<file path="src/slpsd_pkg.sv">
// Constants and carrier types of the serial load power shift driver.
// Assumes one 25 MHz system clock; all pin inputs are asynchronous to it.
//
// Functional notes
// - An 8-bit serial-in shift register feeds an 8-bit storage register of the same width.
// - The shift register moves one place per rising shift clock; a rising latch clock queues the word in the two-entry buffer, and storage loads when it is popped.
// - Stored data reaches the output buffer only while the clear input is high.
// - A low clear input empties both the shift register and the storage register.
// - A high output enable forces every output buffer bit low so all switches are off.
// - A low output enable lets the buffer follow the storage register without further clocking.
// - The chain output changes on the falling shift clock edge, giving the next device extra hold time.
// - A switch is off for a buffer bit of 0 and sinks load current for a bit of 1.
package slpsd_pkg;

  // ---------------------------------------------------------------
  // Sizes and reset values
  // ---------------------------------------------------------------
  localparam int unsigned WORD_W = 8;
  localparam int unsigned LAST_BIT = 7;
  localparam int unsigned BUF_DEPTH = 2;
  localparam logic [7:0] WORD_ZERO = 8'h00;
  localparam logic [1:0] CNT_ZERO = 2'h0;
  localparam logic [1:0] CNT_FULL = 2'h2;

  typedef logic [WORD_W-1:0] slpsd_word_t;

  // Pin group as sampled from the host
  typedef struct packed {
    logic shift_clock;
    logic latch_clock;
    logic clear_all_n;
    logic out_enable_n;
    logic shift_data_input;
  } slpsd_pins_s;

  // Safe pin values while in reset: cleared, outputs disabled
  localparam slpsd_pins_s PINS_RST = '{
    shift_clock: 1'b0,
    latch_clock: 1'b0,
    clear_all_n: 1'b0,
    out_enable_n: 1'b1,
    shift_data_input: 1'b0
  };

endpackage

</file>
<file path="src/slpsd_top.sv">
// Serial load power shift driver: shift stage, storage stage, gated switch drive.
// Assumes host pins are asynchronous; switches are open-drain, enable high sinks.
`timescale 1ns/10ps
module slpsd_top (
  input wire logic clk_in,
  input wire logic sys_rst_in,
  input wire logic shift_clock_in,
  input wire logic latch_clock_in,
  input wire logic clear_all_n_in,
  input wire logic out_enable_n_in,
  input wire logic shift_data_input_in,
  input wire logic load_ready_in,
  output logic latch_ready_out,
  output logic chain_data_output_out,
  output logic [7:0] load_switch_outputs_out,
  output logic [7:0] load_switch_outputs_en_out
);

  // ---------------------------------------------------------------
  // State
  // ---------------------------------------------------------------
  typedef struct packed {
    slpsd_pkg::slpsd_pins_s prev;
    slpsd_pkg::slpsd_word_t shift;
    slpsd_pkg::slpsd_word_t storage;
    slpsd_pkg::slpsd_word_t drive;
    logic chain;
  } slpsd_top_s;

  slpsd_top_s state;
  slpsd_top_s next_state;
  slpsd_pkg::slpsd_pins_s pins_raw;
  slpsd_pkg::slpsd_pins_s pins;
  logic shift_rise;
  logic shift_fall;
  logic latch_rise;
  logic clr_active;
  logic buf_in_ready;
  logic buf_out_valid;
  logic buf_pop;
  slpsd_pkg::slpsd_word_t buf_out_data;

  // ---------------------------------------------------------------
  // Pin capture
  // ---------------------------------------------------------------
  always_comb begin
    pins_raw.shift_clock = shift_clock_in;
    pins_raw.latch_clock = latch_clock_in;
    pins_raw.clear_all_n = clear_all_n_in;
    pins_raw.out_enable_n = out_enable_n_in;
    pins_raw.shift_data_input = shift_data_input_in;
  end

  slpsd_sync u_sync (
    .clk_in(clk_in),
    .sys_rst_in(sys_rst_in),
    .pins_in(pins_raw),
    .pins_out(pins)
  );

  assign shift_rise = pins.shift_clock && !state.prev.shift_clock;
  assign shift_fall = !pins.shift_clock && state.prev.shift_clock;
  assign latch_rise = pins.latch_clock && !state.prev.latch_clock;
  assign clr_active = !pins.clear_all_n;

  // ---------------------------------------------------------------
  // Latched words wait here until the output stage takes them
  // ---------------------------------------------------------------
  slpsd_buf u_buf (
    .clk_in(clk_in),
    .sys_rst_in(sys_rst_in),
    .flush_in(clr_active),
    .in_valid_in(latch_rise && !clr_active),
    .in_data_in(state.shift),
    .in_ready_out(buf_in_ready),
    .out_valid_out(buf_out_valid),
    .out_data_out(buf_out_data),
    .out_ready_in(load_ready_in)
  );

  assign buf_pop = buf_out_valid && load_ready_in && !clr_active;
  assign latch_ready_out = buf_in_ready;

  // ---------------------------------------------------------------
  // Next state
  // ---------------------------------------------------------------
  always_comb begin
    next_state = state;
    next_state.prev = pins;
    if (clr_active) begin
      next_state.shift = slpsd_pkg::WORD_ZERO;
      next_state.storage = slpsd_pkg::WORD_ZERO;
    end else begin
      if (shift_rise) begin
        next_state.shift = {state.shift[slpsd_pkg::LAST_BIT-1:0], pins.shift_data_input};
      end
      if (buf_pop) begin
        next_state.storage = buf_out_data;
      end
    end
    if (shift_fall) begin
      next_state.chain = state.shift[slpsd_pkg::LAST_BIT];
    end
    if (pins.out_enable_n || clr_active) begin
      next_state.drive = slpsd_pkg::WORD_ZERO;
    end else begin
      next_state.drive = state.storage;
    end
  end

  always_ff @(posedge clk_in or posedge sys_rst_in) begin
    if (sys_rst_in) begin
      state <= '{prev: slpsd_pkg::PINS_RST, shift: slpsd_pkg::WORD_ZERO,
                 storage: slpsd_pkg::WORD_ZERO, drive: slpsd_pkg::WORD_ZERO, chain: 1'b0};
    end else begin
      state <= next_state;
    end
  end

  // ---------------------------------------------------------------
  // Open-drain switches: pin level held low, enable sinks current
  // ---------------------------------------------------------------
  assign load_switch_outputs_out = slpsd_pkg::WORD_ZERO;
  assign load_switch_outputs_en_out = state.drive;
  assign chain_data_output_out = state.chain;

  // ---------------------------------------------------------------
  // Checks
  // ---------------------------------------------------------------
  chk_shift_advance: assert property (@(posedge clk_in) disable iff (sys_rst_in)
    shift_rise && !clr_active |=> state.shift == {$past(state.shift[6:0]),
                                                  $past(pins.shift_data_input)})
    else $error("shift register did not advance");

  chk_shift_hold: assert property (@(posedge clk_in) disable iff (sys_rst_in)
    !shift_rise && !clr_active |=> $stable(state.shift))
    else $error("shift register moved without a shift edge");

  chk_clear_regs: assert property (@(posedge clk_in) disable iff (sys_rst_in)
    clr_active |=> state.shift == 8'h00 && state.storage == 8'h00)
    else $error("clear left data in registers");

  chk_clear_drive: assert property (@(posedge clk_in) disable iff (sys_rst_in)
    clr_active |=> load_switch_outputs_en_out == 8'h00)
    else $error("switches on during clear");

  chk_disable_off: assert property (@(posedge clk_in) disable iff (sys_rst_in)
    pins.out_enable_n |=> load_switch_outputs_en_out == 8'h00)
    else $error("switches on while disabled");

  chk_enable_follow: assert property (@(posedge clk_in) disable iff (sys_rst_in)
    !pins.out_enable_n && !clr_active |=> load_switch_outputs_en_out == $past(state.storage))
    else $error("switches do not follow storage");

  chk_latch_load: assert property (@(posedge clk_in) disable iff (sys_rst_in)
    buf_pop |=> state.storage == $past(buf_out_data))
    else $error("storage missed a latched word");

  chk_chain_fall: assert property (@(posedge clk_in) disable iff (sys_rst_in)
    shift_fall |=> chain_data_output_out == $past(state.shift[7]))
    else $error("chain output not taken on falling edge");

  chk_chain_still: assert property (@(posedge clk_in) disable iff (sys_rst_in)
    !shift_fall |=> $stable(chain_data_output_out))
    else $error("chain output changed off a falling edge");

  chk_pin_level: assert property (@(posedge clk_in) disable iff (sys_rst_in)
    ##1 load_switch_outputs_out == 8'h00)
    else $error("switch pin level not held low");

endmodule // slpsd_top

</file>
<file path="src/slpsd_sync.sv">
// Two-flop synchroniser for the host pin group.
// Assumes pins are asynchronous to clk_in; only the second stage is read.
`timescale 1ns/10ps
module slpsd_sync (
  input wire logic clk_in,
  input wire logic sys_rst_in,
  input slpsd_pkg::slpsd_pins_s pins_in,
  output slpsd_pkg::slpsd_pins_s pins_out
);

  typedef struct packed {
    slpsd_pkg::slpsd_pins_s stage1;
    slpsd_pkg::slpsd_pins_s stage2;
  } slpsd_sync_s;

  slpsd_sync_s state;
  slpsd_sync_s next_state;

  always_comb begin
    next_state = state;
    next_state.stage1 = pins_in;
    next_state.stage2 = state.stage1;
  end

  always_ff @(posedge clk_in or posedge sys_rst_in) begin
    if (sys_rst_in) begin
      state <= '{stage1: slpsd_pkg::PINS_RST, stage2: slpsd_pkg::PINS_RST};
    end else begin
      state <= next_state;
    end
  end

  assign pins_out = state.stage2;

endmodule // slpsd_sync

</file>
<file path="src/slpsd_buf.sv">
// Two-entry word buffer with valid and ready on both sides.
// Assumes flush comes from logic on clk_in; flush wins over a push.
`timescale 1ns/10ps
module slpsd_buf (
  input wire logic clk_in,
  input wire logic sys_rst_in,
  input wire logic flush_in,
  input wire logic in_valid_in,
  input slpsd_pkg::slpsd_word_t in_data_in,
  output logic in_ready_out,
  output logic out_valid_out,
  output slpsd_pkg::slpsd_word_t out_data_out,
  input wire logic out_ready_in
);

  typedef struct packed {
    slpsd_pkg::slpsd_word_t [slpsd_pkg::BUF_DEPTH-1:0] mem;
    logic wr_idx;
    logic rd_idx;
    logic [1:0] count;
  } slpsd_buf_s;

  slpsd_buf_s state;
  slpsd_buf_s next_state;
  logic push;
  logic pop;

  assign in_ready_out = (state.count != slpsd_pkg::CNT_FULL);
  assign out_valid_out = (state.count != slpsd_pkg::CNT_ZERO);
  assign out_data_out = state.mem[state.rd_idx];
  assign push = in_valid_in && in_ready_out;
  assign pop = out_valid_out && out_ready_in;

  always_comb begin
    next_state = state;
    if (flush_in) begin
      next_state.wr_idx = 1'b0;
      next_state.rd_idx = 1'b0;
      next_state.count = slpsd_pkg::CNT_ZERO;
    end else begin
      if (push) begin
        next_state.mem[state.wr_idx] = in_data_in;
        next_state.wr_idx = ~state.wr_idx;
      end
      if (pop) begin
        next_state.rd_idx = ~state.rd_idx;
      end
      next_state.count = state.count + {1'b0, push} - {1'b0, pop};
    end
  end

  always_ff @(posedge clk_in or posedge sys_rst_in) begin
    if (sys_rst_in) begin
      state <= '0;
    end else begin
      state <= next_state;
    end
  end

  chk_buf_no_overrun: assert property (@(posedge clk_in) disable iff (sys_rst_in)
    state.count <= slpsd_pkg::CNT_FULL)
    else $error("buffer count above depth");

endmodule // slpsd_buf

</file>
<file path="config.mk">
export PLATFORM = sky130hd
export DESIGN_NAME = slpsd_top
export DESIGN_NICKNAME = d
export VERILOG_FILES = /design/src/slpsd_pkg.sv /design/src/slpsd_top.sv /design/src/slpsd_sync.sv /design/src/slpsd_buf.sv
export SDC_FILE = /design/constraint.sdc
export NUM_CORES = 1
export LEC_CHECK = 0
export BUFFER_PORTS_ARGS = -buffer_cell sky130_fd_sc_hd__clkbuf_2
export CORE_MARGIN = 1.5
export CORE_UTILIZATION = 30
export CTS_CLUSTER_DIAMETER = 30
export DETAILED_ROUTE_END_ITERATION = 16
export GPL_TIMING_DRIVEN = 0
export PLACE_DENSITY = 0.54
export SLEW_MARGIN = 10
export SYNTH_ARGS = -nofsm -noshare
export SYNTH_HDL_FRONTEND = slang
export SYNTH_SLANG_ARGS = --single-unit
</file>
<file path="constraint.sdc">
create_clock -name clk_in -period 2 [get_ports clk_in]
set_input_delay 0.4 -clock clk_in [delete_from_list [all_inputs] [get_ports clk_in]]
set_output_delay 0.4 -clock clk_in [all_outputs]
set_load 0.005 [all_outputs]
</file>
Yosys cells after proc, flatten, opt, wreduce, memory -nomap -nowiden
Index checks and enable logic that the tools add are counted.
{"block": "op_classes", "n_lt_le_gt_ge": 3, "mux": 12, "n_eq_ne": 5, "n_addsub": 2, "n_bitwise": 2, "reduce_logical": 15}
{"op": "$mux 8", "count": 6}
{"op": "$bwmux 16", "count": 1}
{"op": "$mux 16", "count": 1}
{"op": "$demux 8 s1", "count": 1}
{"op": "$logic_and 1x1->1", "count": 8}
{"op": "$ne 2x2->1 const B", "count": 3}
{"op": "$logic_not 1->1", "count": 4}
{"op": "$lt 1x2->1 const B", "count": 2}
{"op": "$mux 4", "count": 1}
{"op": "$ne 2x1->1 const B", "count": 2}
{"op": "$add 2x1->2", "count": 1}
{"op": "$mux 1", "count": 2}
{"op": "$not 1->1", "count": 2}
{"op": "$reduce_and 2->1", "count": 1}
{"op": "$reduce_bool 2->1", "count": 1}
{"op": "$sub 2x1->2", "count": 1}
{"op": "$ge 1x1->1 const B", "count": 1}
{"op": "$logic_or 1x1->1", "count": 1}
{"block": "totals", "inputBits": 8, "wordCells": 60, "regBits": 57, "output_inout_bits": 18}

Depth between registers and ports, before layout
Gate-level depths: netlist (run 1).
{"block": "logic_depth", "word_depth": 7, "mapped_depth": 8, "ltp_nobuf": 6}

Hierarchy
A second synthesis (run 1) with hierarchy kept.
{"block": "hier_totals", "cells_unflattened": 190, "hier_area_um2": 2447.3}
{"module": "slpsd_top", "cells_per_inst": 108, "seq_area_each_um2": 675.6, "instances": 1, "area_each_um2": 1228.7}
{"module": "slpsd_buf", "cells_per_inst": 71, "seq_area_each_um2": 500.5, "instances": 1, "area_each_um2": 962.2}
{"module": "slpsd_sync", "cells_per_inst": 11, "seq_area_each_um2": 252.7, "instances": 1, "area_each_um2": 256.5}

Worst setup path before layout (run 1)
Ideal clock, no wire load.
{"block": "synth_path", "path_kind": "reg2reg", "startpoint": "reg u_buf.state[1] (netlist bit)", "endpoint": "reg u_buf.state[0] (netlist bit)", "t_arrival_ns": 1.559, "n_path_buf": 2, "period_less_slack_ns": 1.678, "required_ns": 1.881, "stages_incl_launch_ff": 8, "setup_ns": 0.119, "slack_ns": 0.322, "path_cell_list": "dfrtp_1 > o21a_1 > buf_2 > buf_2 > ha_1 > inv_1 > ha_1 > and2_1"}
{"item": "from (decl)", "line_no": "slpsd_buf.sv:23", "text": "slpsd_buf_s state;"}
{"item": "from (signal assigned)", "line_no": "slpsd_buf.sv:56", "text": "state <= next_state;"}

==> impl_metrics.json, run 1 <==
{
  "seqPwrFrac_pct": 46.1,
  "nNetsFinal": 228,
  "gr-usage-met3_pct": 5.05,
  "max_freq_mhz": 560,
  "grt_pass1_vias": 1347,
  "worstReg2RegStart": "u_buf.state[1]$_DFF_PP0_",
  "p_leak_nw": 1.36,
  "antennaDiodeCount": 0,
  "ant_nets": 0,
  "post_cts_buffers": 0,
  "worstPathCellList": "o21a_1 > buf_2 > buf_2 > ha_1 > inv_1 > ha_1 > and2_1",
  "maxSlewHeadroom_pct": 54.4,
  "reg2regPathDepth": 7,
  "die_x_um": 90.9,
  "synth_area_per_cell_um2": 12.7,
  "synthAdderAreaFrac_pct": 1.08,
  "async_reset_ff_share_pct": 100,
  "drive_gt1_share_pct": 34.7,
  "cts_root_buf": "clkbuf_8",
  "grt_use_met2_pct": 15.1,
  "path_delay_family": "adder cells",
  "period_needed_ns": 1.79,
  "run_status": "completed",
  "use_met1_pct": 11.8,
  "crit_path_max_incr_delay_ns": 0.41,
  "htreeDepth": 3,
  "cp.arrival_ns": 2.00,
  "crit_type": "flop to flop",
  "yosysSeqAreaShare_pct": 61.7,
  "hpwlAfterDp_um": 2330,
  "min_path_type": "input pin to asynchronous set/reset pin",
  "r2r_end": "u_buf.state[0]$_DFF_PP0_",
  "synth_warnings": 0,
  "clk_pin_slew_ns": 0.06,
  "p_int_mw": 2.17,
  "critPathCaptureType": "flop",
  "die_h_um": 90.9,
  "drt_first_iter_violations": 38,
  "yosys_register_bits": 57,
  "grt_remaining_overflow": 0,
  "avgRoutedWirePerCell_um": 10.7,
  "dieArea_mm2": 0.00826,
  "synth_edf_count": 0,
  "drt_pass1_iterations": 4,
  "grt-busiest-layer": "met2",
  "layout_commonest_cell": "dfrtp_1",
  "area_growth_pct": 20.4,
  "slew_violations": 0,
  "synth_top_family_by_area": "multiplexers",
  "placed_cell_area_mm2": 0.00257,
  "crit_cells": 7,
  "power_switching_uw": 676,
  "gp_congestion": 0.695,
  "fin_crit_sh_pct": 89.3,
  "reg2reg_setup_slack_ns": 0.21,
  "yosys.area_share.xor_xnor_pct": 1.13,
  "cts_buffer_depth": 2,
  "vias": 1283,
  "rsz0062_at_grt": "no",
  "ir_drop_mv": 0.398,
  "pwr-share-clk_pct": 40.8,
  "worstPathRequired_ns": 2.22,
  "grt_max_degree": 39,
  "worstPathMaxFanout": 10,
  "skew_ns": 0.00567,
  "fp.coreArea_mm2": 0.00737,
  "grt_pass1_wl_um": 6220,
  "num_io_pins": 26,
  "cp_num_buf_inv": 3,
  "yosysUniqueCellTypes": 29,
  "finalHoldViolCount": 0,
  "initial_core_util_pct": 31.4,
  "synth-compound-area-share_pct": 5.08,
  "layout_common_cells": "dfrtp_1, nand2_1, clkbuf_2",
  "synthTopCellsByArea": "dfrtp_1, buf_4, mux2_4, mux2_2, mux2i_1",
  "syn_inst": 182,
  "tns_ns": 0,
  "synth_top_area_share_pct": 59.4,
  "switching_share_pct": 23.7,
  "combPwrFrac_pct": 13.1,
  "finalSetupViolations": 0,
  "cap_violations": 0,
  "synth-simple-area-share_pct": 10.0,
  "multiInputGateArea_um2": 733,
  "viasPerCell": 4.00,
  "drt_wl_total_um": 3420,
  "portBuffers": 17,
  "clk_latency_ns": 0.33,
  "hold_buffers": 0,
  "post_cts_resized": 0,
  "fp-row-count": 31,
  "cts_tree": "built",
  "cts_buffers": 9,
  "nFillCells": 738,
  "yosys.area.top_type": "dfrtp_1",
  "seqCellArea_mm2": 0.00143,
  "synth_mux_area_share_pct": 13.0,
  "worstMarginPinSlew_ns": 0.681,
  "post-route-drc-count": 0,
  "final_cell_area_mm2": 0.00279,
  "antenna_found_initial": 0,
  "cp-start-kind": "flop",
  "netlist_area_mm2": 0.00232,
  "grt.total_usage_pct": 9.89,
  "cts_sinks": 57,
  "crit_slowest_cell": "dfrtp_1",
  "synth-main-ff-cell": "dfrtp_1",
  "power_density_mw_per_mm2": 1020
}
[power by group through the flow]
stage          Sequential, mW  Combinational [mW]  Clock [mW]
2_1_floorplan            1.32               0.304           0
3_3_place_gp             1.33               0.374           0
3_5_place_dp             1.34               0.379           0
4_1_cts                  1.31               0.382        1.21
5_1_grt                  1.33               0.412        1.27
6_report                 1.31               0.373        1.16
[synth_stat cells, types with 3 or more instances]
cell type and number:
nand2_1 17, mux2_2 9, buf_2 3, nor2_1 11
clkbuf_1 4, and2_1 9, a21oi_1 9, inv_1 4
mux2i_1 8, a211oi_1 8, dfrtp_1 55, buf_4 16
mux2_4 8
[registers in the layout, summed over array words and instances (netlist names)]
signal                      flops
u_buf.state                    20
u_sync.pins_out                 5
chain_data_output_out           1
load_switch_outputs_en_out      8
state                          18
u_sync.next_state               5
[logic make-up after synthesis]
family,count (synthesis)
AND/OR/NAND/NOR,46
AO/OA/AOI/OAI,19
other,1
buffers and inverters,29
flip-flops,57
multiplexers,25
XOR/XNOR,3
adder cells (fa/ha/maj),2
[cell type report]
cell class | instances | area share (%)
Sequential cell | 57 | 51.2
Multi-Input combinational cell | 103 | 26.3
Buffer | 24 | 5.79
Clock buffer | 10 | 4.93
Tap cell | 99 | 4.44
Timing Repair Buffer | 18 | 3.77
Clock inverter | 5 | 2.87
Inverter | 5 | 0.673
[metal layers]
layer | vias up | part of all wire [%]
met1 | 600 | 48
met5 | - | 0
li1 | 648 | -
met4 | 0 | 0.58
met3 | 4 | 5.9
met2 | 31 | 45
[worst max-delay path by stage]
stage                                   startpoint                           endpoint  slack, ns
after floorplan                         sys_rst_in  chain_data_output_out$_DFFE_PP0P_       0.20
after global placement                  sys_rst_in              state[19]$_DFFE_PP0P_      -0.50
after detailed placement             load_ready_in           u_buf.state[0]$_DFF_PP0_       0.18
after CTS                 u_buf.state[1]$_DFF_PP0_           u_buf.state[0]$_DFF_PP0_       0.20
after global routing      u_buf.state[1]$_DFF_PP0_           u_buf.state[1]$_DFF_PP0_       0.11
final                     u_buf.state[1]$_DFF_PP0_           u_buf.state[0]$_DFF_PP0_       0.21
[stage by stage]
| stage | setup slack [ns] | utilization (%) | instances | hold slack, ns | total power [mW] |
|---|---|---|---|---|---|
| 2_1_floorplan | 0.204 | - | 189 | 0.331 | 1.62 |
| 3_5_place_dp | 0.178 | 34.9 | 306 | 0.337 | 1.72 |
| 6_report | 0.213 | 37.8 | 321 | 0.0542 | 2.85 |
| 4_1_cts | 0.202 | 37.8 | 321 | 0.0511 | 2.91 |
| 3_3_place_gp | -0.500 | 34.6 | 305 | 0.333 | 1.70 |
| 5_1_grt | 0.107 | 37.8 | 321 | 0.0653 | 3.00 |
Note: power is estimated with default switching activity, not from simulation.
==> run 2: changes to the inputs <==
--- a/config.mk
+++ b/config.mk
@@ -5,13 +5,13 @@
 export SDC_FILE = /design/constraint.sdc
 export NUM_CORES = 1
 export LEC_CHECK = 0
-export BUFFER_PORTS_ARGS = -buffer_cell sky130_fd_sc_hd__clkbuf_2
 export CORE_MARGIN = 1.5
 export CORE_UTILIZATION = 30
 export CTS_CLUSTER_DIAMETER = 30
 export DETAILED_ROUTE_END_ITERATION = 16
+export DONT_BUFFER_PORTS = 1
 export GPL_TIMING_DRIVEN = 0
-export PLACE_DENSITY = 0.54
+export PLACE_DENSITY = 0.52
 export SLEW_MARGIN = 10
 export SYNTH_ARGS = -nofsm -noshare
 export SYNTH_HDL_FRONTEND = slang
==> run 2 against run 1 <==
Register-to-register slack barely moved. Worst hold slack improved by 0.010 ns. Clock skew up 0.0033 ns. Power increased by 3.7%. Final cell count shrank 4.7%. Critical endpoint is now u_buf.state[1]$_DFF_PP0_. Largest cell class unchanged.
==> impl_metrics.json, run 2 (synthesis results as in run 1) <==
{
  "finalHoldViolCount": 0,
  "cts_sinks": 57,
  "viasPerCell": 4.09,
  "p_leak_nw": 1.30,
  "portBuffers": 0,
  "min_path_type": "input pin to flop",
  "critPathCaptureType": "flop",
  "grt_max_degree": 38,
  "cp_num_buf_inv": 3,
  "clk_pin_slew_ns": 0.07,
  "fp-row-count": 31,
  "die_x_um": 90.9,
  "crit_type": "flop to flop",
  "dieArea_mm2": 0.00826,
  "max_freq_mhz": 557,
  "cap_violations": 0,
  "hold_path_startpoint": "out_enable_n_in",
  "reg2reg_setup_slack_ns": 0.21,
  "final_util_pct": 37.2,
  "reg2regPathDepth": 8,
  "vias": 1251,
  "drt_first_iter_violations": 58,
  "fp.coreArea_mm2": 0.00737,
  "hpwlAfterDp_um": 2400,
  "area_growth_pct": 18.3,
  "min_to": "u_sync.next_state[1]$_DFF_PP1_",
  "post-route-drc-count": 0,
  "nFillCells": 738,
  "grt.total_usage_pct": 9.97,
  "grt_remaining_overflow": 0,
  "slew_violations": 0,
  "nNetsFinal": 212,
  "layout_common_cells": "dfrtp_1, nand2_1, buf_4",
  "worstReg2RegStart": "u_buf.state[1]$_DFF_PP0_",
  "num_io_pins": 26,
  "path_delay_family": "adder cells",
  "cp-start-kind": "flop",
  "cts_tree": "built",
  "finalSetupViolations": 0,
  "cts_buffer_depth": 2,
  "run_status": "completed",
  "clk_latency_ns": 0.33,
  "avgRoutedWirePerCell_um": 11.4,
  "worstPathMaxFanout": 10,
  "crit_path_max_incr_delay_ns": 0.41,
  "ant_nets": 0,
  "gp_congestion": 0.689,
  "skew_ns": 0.00893,
  "crit_slowest_cell": "dfrtp_1",
  "top_register": "u_buf.state",
  "htreeDepth": 3,
  "drt_wl_total_um": 3480,
  "worstPathCellList": "o21a_1 > buf_2 > buf_2 > ha_1 > inv_1 > ha_1 > xnor2_1 > nor2_1",
  "initial_core_util_pct": 31.4,
  "worstPathRequired_ns": 2.19,
  "fin_crit_sh_pct": 89.7,
  "cts_root_buf": "clkbuf_8",
  "die_h_um": 90.9,
  "largest_reg_flops": 20,
  "maxSlewHeadroom_pct": 53.0,
  "r2r_end": "u_buf.state[1]$_DFF_PP0_",
  "rsz0062_at_grt": "no",
  "drt_pass1_iterations": 4,
  "antenna_found_initial": 0,
  "drive_gt1_share_pct": 29.5,
  "layout_commonest_cell": "dfrtp_1",
  "worstHoldPathCells": 0,
  "timing.hold.ws_ns": 0.0646,
  "antennaDiodeCount": 0,
  "cp.arrival_ns": 1.99,
  "power_density_mw_per_mm2": 1080,
  "period_needed_ns": 1.79,
  "grt_pass1_wl_um": 6320,
  "cts_buffers": 9,
  "ir_drop_mv": 0.385,
  "worstMarginPinSlew_ns": 0.701,
  "grt_pass1_vias": 1337
}
run 2: repair_timing:
item / in CTS / in global routing
gates resized for setup: 0 / 0
hold endpoints to repair: 18 / 0
setup buffers: 0 / 0
hold buffers: 1 / 0
run 2: routing by layer:
layer  track usage, %  routed length (um)  share of wire [%]
met1             11.9                1610                 46
met2             15.1                1620                 47
met3             5.22                 214                6.1
met4             3.91                  35                1.0
met5                0                   0                  0
run 2: per-stage QoR:
step / area, um^2 / worst slack, ns / power [mW] / std cells / setup TNS, ns
after detailed placement: 2490 / 0.196 / 1.70 / 289 / 0
after floorplan: 2340 / 0.204 / 1.62 / 189 / 0
after CTS: 2740 / 0.187 / 3.01 / 306 / 0
final: 2740 / 0.206 / 2.95 / 306 / 0
after global routing: 2740 / 0.106 / 3.12 / 306 / 0
after global placement: 2470 / -0.458 / 1.68 / 288 / -25.05
run 2: worst max path at each step:
stage | startpoint | to | slack, ns | depth (start not counted)
floorplan | sys_rst_in | chain_data_output_out$_DFFE_PP0P_ | 0.20 | 1
global route | u_buf.state[1]$_DFF_PP0_ | u_buf.state[1]$_DFF_PP0_ | 0.11 | 8
CTS | u_buf.state[1]$_DFF_PP0_ | u_buf.state[1]$_DFF_PP0_ | 0.19 | 8
global placement | sys_rst_in | u_sync.next_state[0]$_DFF_PP0_ | -0.46 | 1
detailed placement | u_buf.state[1]$_DFF_PP0_ | u_buf.state[1]$_DFF_PP0_ | 0.20 | 8
finish | u_buf.state[1]$_DFF_PP0_ | u_buf.state[1]$_DFF_PP0_ | 0.21 | 8
run 2: layout make-up:
cell class | count | area, um^2 | area share (%)
Buffer | 24 | 161 | 5.89
Clock buffer | 9 | 124 | 4.52
Clock inverter | 7 | 119 | 4.34
Inverter | 5 | 18.8 | 0.685
Multi-Input combinational cell | 103 | 733 | 26.8
Sequential cell | 57 | 1430 | 52.2
Tap cell | 99 | 124 | 4.52
Timing Repair Buffer | 2 | 30.0 | 1.10
run 2: power breakdown:
group | leakage [nW] | total [mW] | internal, mW | switching [mW]
sequential | 0.760 | 1.31 | 1.26 | 0.0489
clock | 0.115 | 1.29 | 0.826 | 0.461
combinational | 0.424 | 0.355 | 0.168 | 0.187
